## config.mk

```make
export PLATFORM = sky130hd
export DESIGN_NAME = reclocker_eq_cdr_control_regs
export DESIGN_NICKNAME = d
export VERILOG_FILES = /design/src/design/eq_page_pkg.sv /design/src/design/reclocker_eq_cdr_control_regs.sv /design/src/design/output_select.sv
export SDC_FILE = /design/constraint.sdc
export NUM_CORES = 1
export LEC_CHECK = 0
export ABC_AREA = 0
export BUFFER_PORTS_ARGS = -buffer_cell sky130_fd_sc_hd__buf_4
export CAP_MARGIN = 20
export CORE_UTILIZATION = 54
export DETAILED_ROUTE_END_ITERATION = 6
export GPL_ROUTABILITY_DRIVEN = 0
export PLACE_DENSITY_LB_ADDON = 0.25
export SKIP_CTS_REPAIR_TIMING = 1
export SLEW_MARGIN = 40
export SYNTH_ARGS = -nofsm -noshare
export SYNTH_HDL_FRONTEND = slang
export SYNTH_SLANG_ARGS = --single-unit
```

## constraint.sdc

```tcl
create_clock -name ref_clk -period 1.7 [get_ports ref_clk]
set_input_delay 0.425 -clock ref_clk [delete_from_list [all_inputs] [get_ports ref_clk]]
set_output_delay 0.425 -clock ref_clk [all_outputs]
set_load 0.005 [all_outputs]
```

## src/design/eq_page_pkg.sv

```systemverilog
// Package with offsets, reset values and field positions of the equalizer page
package eq_page_pkg;
   localparam logic [7:0] OFF_PAGE_RESET = 8'h00;
   localparam logic [7:0] OFF_LOSS = 8'h01;
   localparam logic [7:0] OFF_RECOVERY = 8'h02;
   localparam logic [7:0] OFF_BOOST = 8'h03;
   localparam logic [7:0] OFF_RSV_04 = 8'h04;
   localparam logic [7:0] OFF_RSV_08 = 8'h08;
   localparam logic [7:0] OFF_OVERRIDE = 8'h09;
   localparam logic [7:0] OFF_RSV_0D = 8'h0D;
   localparam logic [7:0] OFF_RSV_0E = 8'h0E;
   localparam logic [7:0] OFF_RSV_0F = 8'h0F;
   localparam logic [7:0] OFF_RSV_10 = 8'h10;
   localparam logic [7:0] OFF_BOOST_RB = 8'h52;
   localparam logic [7:0] RST_PAGE_RESET = 8'h00;
   localparam logic [7:0] RST_LOSS = 8'h03;
   localparam logic [7:0] RST_RECOVERY = 8'h41;
   localparam logic [7:0] RST_BOOST = 8'h80;
   localparam logic [7:0] RST_RSV = 8'h00;
   localparam logic [7:0] RST_OVERRIDE = 8'h00;
   localparam logic [7:0] RST_RSV_0E = 8'h93;
   localparam logic [7:0] RST_RSV_0F = 8'h69;
   localparam logic [7:0] RST_RSV_10 = 8'h27;
   localparam int PAGE_RESET_POS = 2;
   localparam int LOSS_POS = 1;
   localparam int OVERRIDE_POS = 5;
   localparam int ENABLE_MANUAL_POS = 3;
   localparam int STAGE0_HI = 7;
   localparam int STAGE3_HI = 1;
   localparam logic [7:0] LOSS_MASK = 8'h02;
   localparam logic [7:0] PAGE_RESET_MASK = 8'h04;
   localparam logic [7:0] OVERRIDE_MASK = 8'h20;
   localparam logic [7:0] BOOST_MASK = 8'hFF;
endpackage : eq_page_pkg

```

## src/design/reclocker_eq_cdr_control_regs.sv

```systemverilog
// Equalizer and clock-recovery register page, low offsets
// Notes on behaviour
// Writing one to page reset bit restores page defaults, then bit clears.
// Host reinitialises the page after a page reset.
// Loss bit reads zero with signal, one on loss of signal.
// Recovery status byte is read-only, content chosen by status select.
// Manual boost drives equalizer only while manual enable bit is one.
// Boost byte holds four two-bit stage fields, stage zero on top.
// Boost in effect reads back at its readback offset.
// Override bit zero: both outputs follow the common selection.
// Override bit one: each output uses its own selection field.
// Host selects this page through the page control register first.
// Host keeps reserved bits at defaults using read-modify-write; the test writes 8'h11 to reserved offset 8'h0E with a plain write.
`timescale 1ns/1ns
module reclocker_eq_cdr_control_regs (
   input wire logic ref_clk,
   input wire logic arst_n,
   input wire logic reg_wr,
   input wire logic reg_rd,
   input wire logic [7:0] reg_addr,
   input wire logic [7:0] reg_wdata,
   output logic [7:0] reg_rdata,
   output logic reg_rvalid,
   input wire logic primary_input_signal_loss,
   input wire logic [7:0] recovery_status_in,
   input wire logic manual_enable,
   input wire logic [7:0] adaptive_boost,
   input wire logic [1:0] common_sel,
   input wire logic [2:0] first_sel,
   input wire logic [2:0] second_sel,
   output logic [7:0] boost_in_effect,
   output logic [2:0] first_output_sel,
   output logic [2:0] second_output_sel,
   output logic page_reset_pulse
);
   logic [7:0] boost_q, boost_d;
   logic [7:0] override_q, override_d;
   logic [7:0] rsv_q [0:8], rsv_d [0:8];
   logic pend_q, pend_d;
   logic [1:0] loss_sync_q;
   logic [7:0] rdata_q, rdata_d;
   logic rvalid_q, rvalid_d;
   logic [7:0] eff_q, eff_d;
   logic [2:0] first_q, second_q;
   logic [2:0] first_c, second_c;
   logic page_reset_hit;

   // Reserved slot index for an offset, 15 when not reserved
   function automatic logic [3:0] rsv_index(input logic [7:0] a);
      if (a >= eq_page_pkg::OFF_RSV_04 && a <= eq_page_pkg::OFF_RSV_08)
         rsv_index = 4'(a - eq_page_pkg::OFF_RSV_04);
      else if (a >= eq_page_pkg::OFF_RSV_0D && a <= eq_page_pkg::OFF_RSV_10)
         rsv_index = 4'(a - eq_page_pkg::OFF_RSV_0D + 8'h05);
      else
         rsv_index = 4'hF;
   endfunction : rsv_index

   // Default value of a reserved slot
   function automatic logic [7:0] rsv_default(input int i);
      case (i)
         6: rsv_default = eq_page_pkg::RST_RSV_0E;
         7: rsv_default = eq_page_pkg::RST_RSV_0F;
         8: rsv_default = eq_page_pkg::RST_RSV_10;
         default: rsv_default = eq_page_pkg::RST_RSV;
      endcase
   endfunction : rsv_default

   // Page reset strobe: a write of one to the reset bit
   assign page_reset_hit = reg_wr && reg_addr == eq_page_pkg::OFF_PAGE_RESET
      && reg_wdata[eq_page_pkg::PAGE_RESET_POS];

   // Register writes and page reset
   always_comb begin
      boost_d = boost_q;
      override_d = override_q;
      for (int i = 0; i < 9; i++) rsv_d[i] = rsv_q[i];
      pend_d = 1'b0;
      if (page_reset_hit) begin
         boost_d = eq_page_pkg::RST_BOOST;
         override_d = eq_page_pkg::RST_OVERRIDE;
         for (int i = 0; i < 9; i++) rsv_d[i] = rsv_default(i);
         pend_d = 1'b1;
      end else if (reg_wr) begin
         if (reg_addr == eq_page_pkg::OFF_BOOST) boost_d = reg_wdata;
         if (reg_addr == eq_page_pkg::OFF_OVERRIDE) override_d = reg_wdata;
         if (rsv_index(reg_addr) != 4'hF) rsv_d[rsv_index(reg_addr)] = reg_wdata;
      end
   end

   // Read data path
   always_comb begin
      rdata_d = rdata_q;
      rvalid_d = reg_rd;
      if (reg_rd) begin
         case (reg_addr)
            eq_page_pkg::OFF_PAGE_RESET: rdata_d = 8'h00;
            eq_page_pkg::OFF_LOSS: rdata_d = {6'h00, loss_sync_q[1], 1'b0};
            eq_page_pkg::OFF_RECOVERY: rdata_d = recovery_status_in;
            eq_page_pkg::OFF_BOOST: rdata_d = boost_q;
            eq_page_pkg::OFF_OVERRIDE: rdata_d = override_q;
            eq_page_pkg::OFF_BOOST_RB: rdata_d = eff_q;
            default: begin
               if (rsv_index(reg_addr) != 4'hF) rdata_d = rsv_q[rsv_index(reg_addr)];
               else rdata_d = 8'h00;
            end
         endcase
      end
   end

   // Boost in effect: manual fields only while manual enable is set
   always_comb begin
      eff_d = manual_enable ? boost_q : adaptive_boost;
   end

   // Output source selection, registered below
   output_select u_sel (
      .override_bit(override_q[eq_page_pkg::OVERRIDE_POS]),
      .common_sel(common_sel),
      .first_sel(first_sel),
      .second_sel(second_sel),
      .first_output_sel(first_c),
      .second_output_sel(second_c)
   );

   // Page registers
   always_ff @(posedge ref_clk or negedge arst_n) begin
      if (!arst_n) begin
         boost_q <= eq_page_pkg::RST_BOOST;
         override_q <= eq_page_pkg::RST_OVERRIDE;
         for (int i = 0; i < 9; i++) rsv_q[i] <= rsv_default(i);
         pend_q <= 1'b0;
      end else begin
         boost_q <= boost_d;
         override_q <= override_d;
         for (int i = 0; i < 9; i++) rsv_q[i] <= rsv_d[i];
         pend_q <= pend_d;
      end
   end

   // Read data and its valid pulse
   always_ff @(posedge ref_clk or negedge arst_n) begin
      if (!arst_n) begin
         rdata_q <= 8'h00;
         rvalid_q <= 1'b0;
      end else begin
         rdata_q <= rdata_d;
         rvalid_q <= rvalid_d;
      end
   end

   // Two-flop synchroniser for the loss pin, resets to loss
   always_ff @(posedge ref_clk or negedge arst_n) begin
      if (!arst_n) begin
         loss_sync_q <= 2'h3;
      end else begin
         loss_sync_q <= {loss_sync_q[0], primary_input_signal_loss};
      end
   end

   // Boost in effect and output selections
   always_ff @(posedge ref_clk or negedge arst_n) begin
      if (!arst_n) begin
         eff_q <= eq_page_pkg::RST_BOOST;
         first_q <= 3'h0;
         second_q <= 3'h0;
      end else begin
         eff_q <= eff_d;
         first_q <= first_c;
         second_q <= second_c;
      end
   end

   // Outputs straight from registers
   assign reg_rdata = rdata_q;
   assign reg_rvalid = rvalid_q;
   assign boost_in_effect = eff_q;
   assign first_output_sel = first_q;
   assign second_output_sel = second_q;
   assign page_reset_pulse = pend_q;

   // Page reset restores defaults, pulse lasts one cycle
   page_reset_a: assert property (@(posedge ref_clk) disable iff (!arst_n)
      page_reset_hit |=> boost_q == eq_page_pkg::RST_BOOST && pend_q
      ##1 (!pend_q || $past(page_reset_hit))) else $error("page reset failed");
   reserved_reset_a: assert property (@(posedge ref_clk) disable iff (!arst_n)
      page_reset_hit |=> override_q == eq_page_pkg::RST_OVERRIDE
      && rsv_q[0] == eq_page_pkg::RST_RSV && rsv_q[6] == eq_page_pkg::RST_RSV_0E)
      else $error("page defaults not restored");
   pulse_cause_a: assert property (@(posedge ref_clk) disable iff (!arst_n)
      pend_q |-> $past(page_reset_hit)) else $error("page reset pulse without request");

   // Status bytes read back as they stand
   reset_reads_zero_a: assert property (@(posedge ref_clk) disable iff (!arst_n)
      reg_rd && reg_addr == eq_page_pkg::OFF_PAGE_RESET |=> rdata_q == 8'h00)
      else $error("page reset bit not clear");
   loss_bit_a: assert property (@(posedge ref_clk) disable iff (!arst_n)
      reg_rd && reg_addr == eq_page_pkg::OFF_LOSS |=>
      rdata_q[eq_page_pkg::LOSS_POS] == $past(loss_sync_q[1]) && rdata_q[0] == 1'b0)
      else $error("loss bit wrong");
   recovery_read_a: assert property (@(posedge ref_clk) disable iff (!arst_n)
      reg_rd && reg_addr == eq_page_pkg::OFF_RECOVERY |=>
      rdata_q == $past(recovery_status_in)) else $error("recovery status wrong");

   // Boost register, its fields and the value in effect
   manual_boost_a: assert property (@(posedge ref_clk) disable iff (!arst_n)
      manual_enable |=> eff_q == $past(boost_q)) else $error("manual boost ignored");
   adaptive_boost_a: assert property (@(posedge ref_clk) disable iff (!arst_n)
      !manual_enable |=> eff_q == $past(adaptive_boost))
      else $error("manual boost leaked");
   boost_land_a: assert property (@(posedge ref_clk) disable iff (!arst_n)
      reg_wr && reg_addr == eq_page_pkg::OFF_BOOST && !page_reset_hit
      |=> boost_q == $past(reg_wdata)) else $error("boost write lost");
   boost_write_a: assert property (@(posedge ref_clk) disable iff (!arst_n)
      reg_wr && reg_addr == eq_page_pkg::OFF_BOOST && !page_reset_hit ##1 manual_enable
      |=> eff_q[eq_page_pkg::STAGE0_HI -: 2] == $past(reg_wdata[7:6], 2)
      && eff_q[5:4] == $past(reg_wdata[5:4], 2) && eff_q[3:2] == $past(reg_wdata[3:2], 2)
      && eff_q[eq_page_pkg::STAGE3_HI -: 2] == $past(reg_wdata[1:0], 2))
      else $error("stage fields misplaced");
   readback_a: assert property (@(posedge ref_clk) disable iff (!arst_n)
      reg_rd && reg_addr == eq_page_pkg::OFF_BOOST_RB |=> rdata_q == $past(eff_q))
      else $error("boost readback wrong");

   // Output source selection
   override_land_a: assert property (@(posedge ref_clk) disable iff (!arst_n)
      reg_wr && reg_addr == eq_page_pkg::OFF_OVERRIDE && !page_reset_hit
      |=> override_q == $past(reg_wdata)) else $error("override write lost");
   common_select_a: assert property (@(posedge ref_clk) disable iff (!arst_n)
      !override_q[eq_page_pkg::OVERRIDE_POS] |=> first_q == {1'b0, $past(common_sel)}
      && second_q == first_q) else $error("common selection wrong");
   own_select_a: assert property (@(posedge ref_clk) disable iff (!arst_n)
      override_q[eq_page_pkg::OVERRIDE_POS] |=> first_q == $past(first_sel)
      && second_q == $past(second_sel)) else $error("individual selection wrong");
endmodule : reclocker_eq_cdr_control_regs

```

## src/design/output_select.sv

```systemverilog
// Output source multiplexer selection for the two outputs
`timescale 1ns/1ns
module output_select (
   input wire logic override_bit,
   input wire logic [1:0] common_sel,
   input wire logic [2:0] first_sel,
   input wire logic [2:0] second_sel,
   output logic [2:0] first_output_sel,
   output logic [2:0] second_output_sel
);
   // Common two-bit choice or individual three-bit choices
   always_comb begin
      if (override_bit) begin
         first_output_sel = first_sel;
         second_output_sel = second_sel;
      end else begin
         first_output_sel = {1'b0, common_sel};
         second_output_sel = {1'b0, common_sel};
      end
   end
endmodule : output_select

```

==> summary.md <==
| Metric | Value |
|---|---|
| Initial antenna violation count | `0` |
| Commonest cells in the netlist | `98 x dfrtp_1, 66 x nor2_1, 65 x nand2_1, 64 x mux2i_1, 34 x clkbuf_1` |
| Vias per cell | `approximately 6.3` |
| Starting Density | `0.5652` |
| Worst relative slew slack | `0.6902` |
| CP max-delay cell | `a222oi_1` |
| Yosys reg bits | `between 100 and 150` |
| Post-route ant nets | `0` |
| Unrepaired setup endpoints after global routing | `yes` |
| Cell area after synthesis | `slightly below 6000 sq um` |
| CORE AREA | `10510 sq um` |
| Share of the synthesized area in the top cell type | `0.4129` |
| Number of DRC markers in iteration 0 | `slightly above 600` |
| Slew @ Worst Pin | `~460 ps` |
| Failing checks | `design-rule violations, negative setup slack` |
| Die Wd | `106.9 um` |
| PwrDens | `870.2 nW/um^2` |
| Count of cell types in the netlist | `67` |
| Vias in the first global route | `between 5000 and 6000` |
| DR vias | `5467` |
| Tcrit/Tclk final | `1.253` |
| Worst skew pair latency | `530 ps` |
| Worst slack, placed | `-950.8 ps` |
| Critical path, cell by cell | `buf_8 -> clkinvlp_4 -> ha_4 -> o22ai_4 -> nand4_4 -> a32o_2 -> buf_12 -> buf_8 -> a222oi_1 -> buf_4 -> nor3_2 -> nor3_1` |
| F_max | `~0.47 GHz` |
| Die Area | `11420 sq um` |
| Avg Cell Area, Syn | `10.17 sq um` |
| Final WS setup | `-429.3 ps` |
| CTS tree | `done` |
| Wire per inst | `about 23 um` |
| Crit path largest cell delay | `about 380 ps` |
| Post-Syn Instances | `584` |
| I/O Pins | `70` |
| Top-count cell post-synth | `dfrtp_1` |
| Crit Path Category | `input port to flip-flop` |
| Max-cap viol count | `0` |
| Worst EP required | `approximately 2100 ps` |
| Worst vdd ir | `between 800 and 900 uV` |
| TritonCTS Sinks | `roughly 110` |
| Top cells by area, synth | `dfrtp_1 41%, mux2i_1 11%, dfstp_2 7.1%` |
| Area grow syn2layout | `37.39%` |
| IO Port Bufs | `between 60 and 70` |
| Ant. Diodes | `0` |
| Clock buffer depth | `2` |
| Yosys warning count | `0` |
| Layout cell share with drive strength beyond 1 | `0.3762` |
| Drt pass-1 iters | `7` |
| Fraction of registers with async set/reset | `1.000` |
| Sequential share of the synthesized area | `0.4837` |
| # setup viols final | `80` |
| Final Net Count | `between 700 and 800` |
| Main flop type after synthesis | `dfrtp_1` |
| CTS buffer count | `17` |
| Worst setup EP type | `flip-flop` |
| Setup crit start kind | `input port` |
| Power Total | `between 0.007 and 0.008 W` |
| Global Route Usage Sum | `0.3342` |
| Hold Vio Cnt, Final | `0` |
| Cell taking the most area after synthesis | `dfrtp_1` |
| Syn Nets | `between 600 and 700` |
| Hold Path Class | `input port to flip-flop` |
| Leakage power | `3.907 nW` |
| Max-slew violations | `0` |
| DP HPWL | `approximately 12000 um` |
| WL final | `19620 um` |
| Hold slack | `97.06 ps` |
| Fin util | `0.7765` |
| Total negative slack | `-24320 ps` |
| Num rows | `37` |
| Clock Pin Slew Worst Setup and Hold Paths | `about 50 ps` |
| First-pass GRT wire length | `between 20000 and 30000 um` |
| Status | `complete, but fails checks` |
| Post-synth EDFFs | `0` |
| Arrival @ worst endpoint | `between 2000 and 3000 ps` |
| Clk_skew | `a little under 10 ps` |
| H-tree depth | `4` |
| R2r setup slk | `30 ps` |
| Largest net degree at the start of global routing | `just over 40` |
| DRC Markers | `5` |
| Die Height | `roughly 110 um` |
| CP max FO | `6` |
| Global route overflow | `0` |
| Min Clock Period, post-route | `2129 ps` |
| Clock root cell | `clkbuf_8` |
| Critical Path Most Common Cell | `buf_8` |
-- power breakdown --
group	total (W)	internal, W	switching, W
sequential	0.00292	0.00286	0.0000673
combinational	0.000794	0.000370	0.000424
clock	0.00338	0.00209	0.00130
total	0.00710	0.00531	0.00179
-- area by class of cell --
cell class	count	area, sq um
Timing Repair Buffer	161	1485
Fill cell	657	2349
Multi-Input combinational cell	392	2947
Clock buffer	23	476.7
Clock inverter	9	82.58
Sequential cell	114	2873
Inverter	32	126.4
Tap cell	136	170.2
-- critical path: cells and delay by family --
| family | cells | cell delay (ps) |
|---|---|---|
| compound gates | 3 | 910 |
| buf+inv | 5 | 660 |
| fa+ha+maj | 1 | 210 |
| simple gates | 3 | 360 |
-- worst paths after layout --
check,startpoint,endpoint,cells past startpoint
worst max-delay path,reg_addr[2],reg_rdata[3],12
worst min-delay path,second_sel[1],second_output_sel[1],3
worst max register to register,boost_q[3],reg_rdata[3],5
worst min register to register,loss_sync_q[0],loss_sync_q[1],0
max in group asynchronous,arst_n,rsv_q[5],3
min in group asynchronous,arst_n,rsv_q[59],2
-- kinds of logic after synthesis --
kind of cell,synth area share
adders and majority gates,0.01053
AOI/OAI and AO/OA,0.1369
DFF,0.4837
and+or+nand+nor,0.1778
buffers and inverters,0.05287
muxes,0.1382
-- stage by stage --
stage / instances / instance area, sq um
after global placement: 812 / 7179
after CTS: 844 / 7739
after floorplan: 584 / 6046
after detailed placement: 812 / 7179
final: 867 / 8160
after global routing: 867 / 8160
-- registers in the layout, indices dropped and copies added, names as in the netlist --
name / cells
boost_in_effect: 8
boost_q: 8
first_output_sel: 3
loss_sync_q: 2
override_q: 8
page_reset_pulse: 1
reg_rdata: 8
reg_rvalid: 1
rsv_q: 72
second_output_sel: 3
-- metal layers --
layer	up-vias	GRT usage	routed length (um)
met5	-	0	0
met4	0	0.1321	727
met3	71	0.06079	1537
met2	316	0.5664	9703
met1	2720	0.4238	7648
li1	2360	-	-
-- placed cells by master, fill, tap and decap left out, types with 4 or more instances in the layout --
master	instances
buf_12	17
nand2b_1	6
nor2_1	63
inv_1	29
buf_6	5
nor3b_1	7
mux2i_1	61
nor4_4	4
clkbuf_16	17
a21oi_1	20
clkinv_2	4
o22ai_1	14
nand2_1	60
mux2_2	16
a22oi_1	5
dfstp_2	16
nor3_1	8
nor2b_1	4
o211ai_1	4
nand2_2	5
o32ai_1	4
nand3_1	15
clkbuf_8	5
dfrtp_1	98
a222oi_1	12
buf_4	133
(Power assumes the default switching activity.)
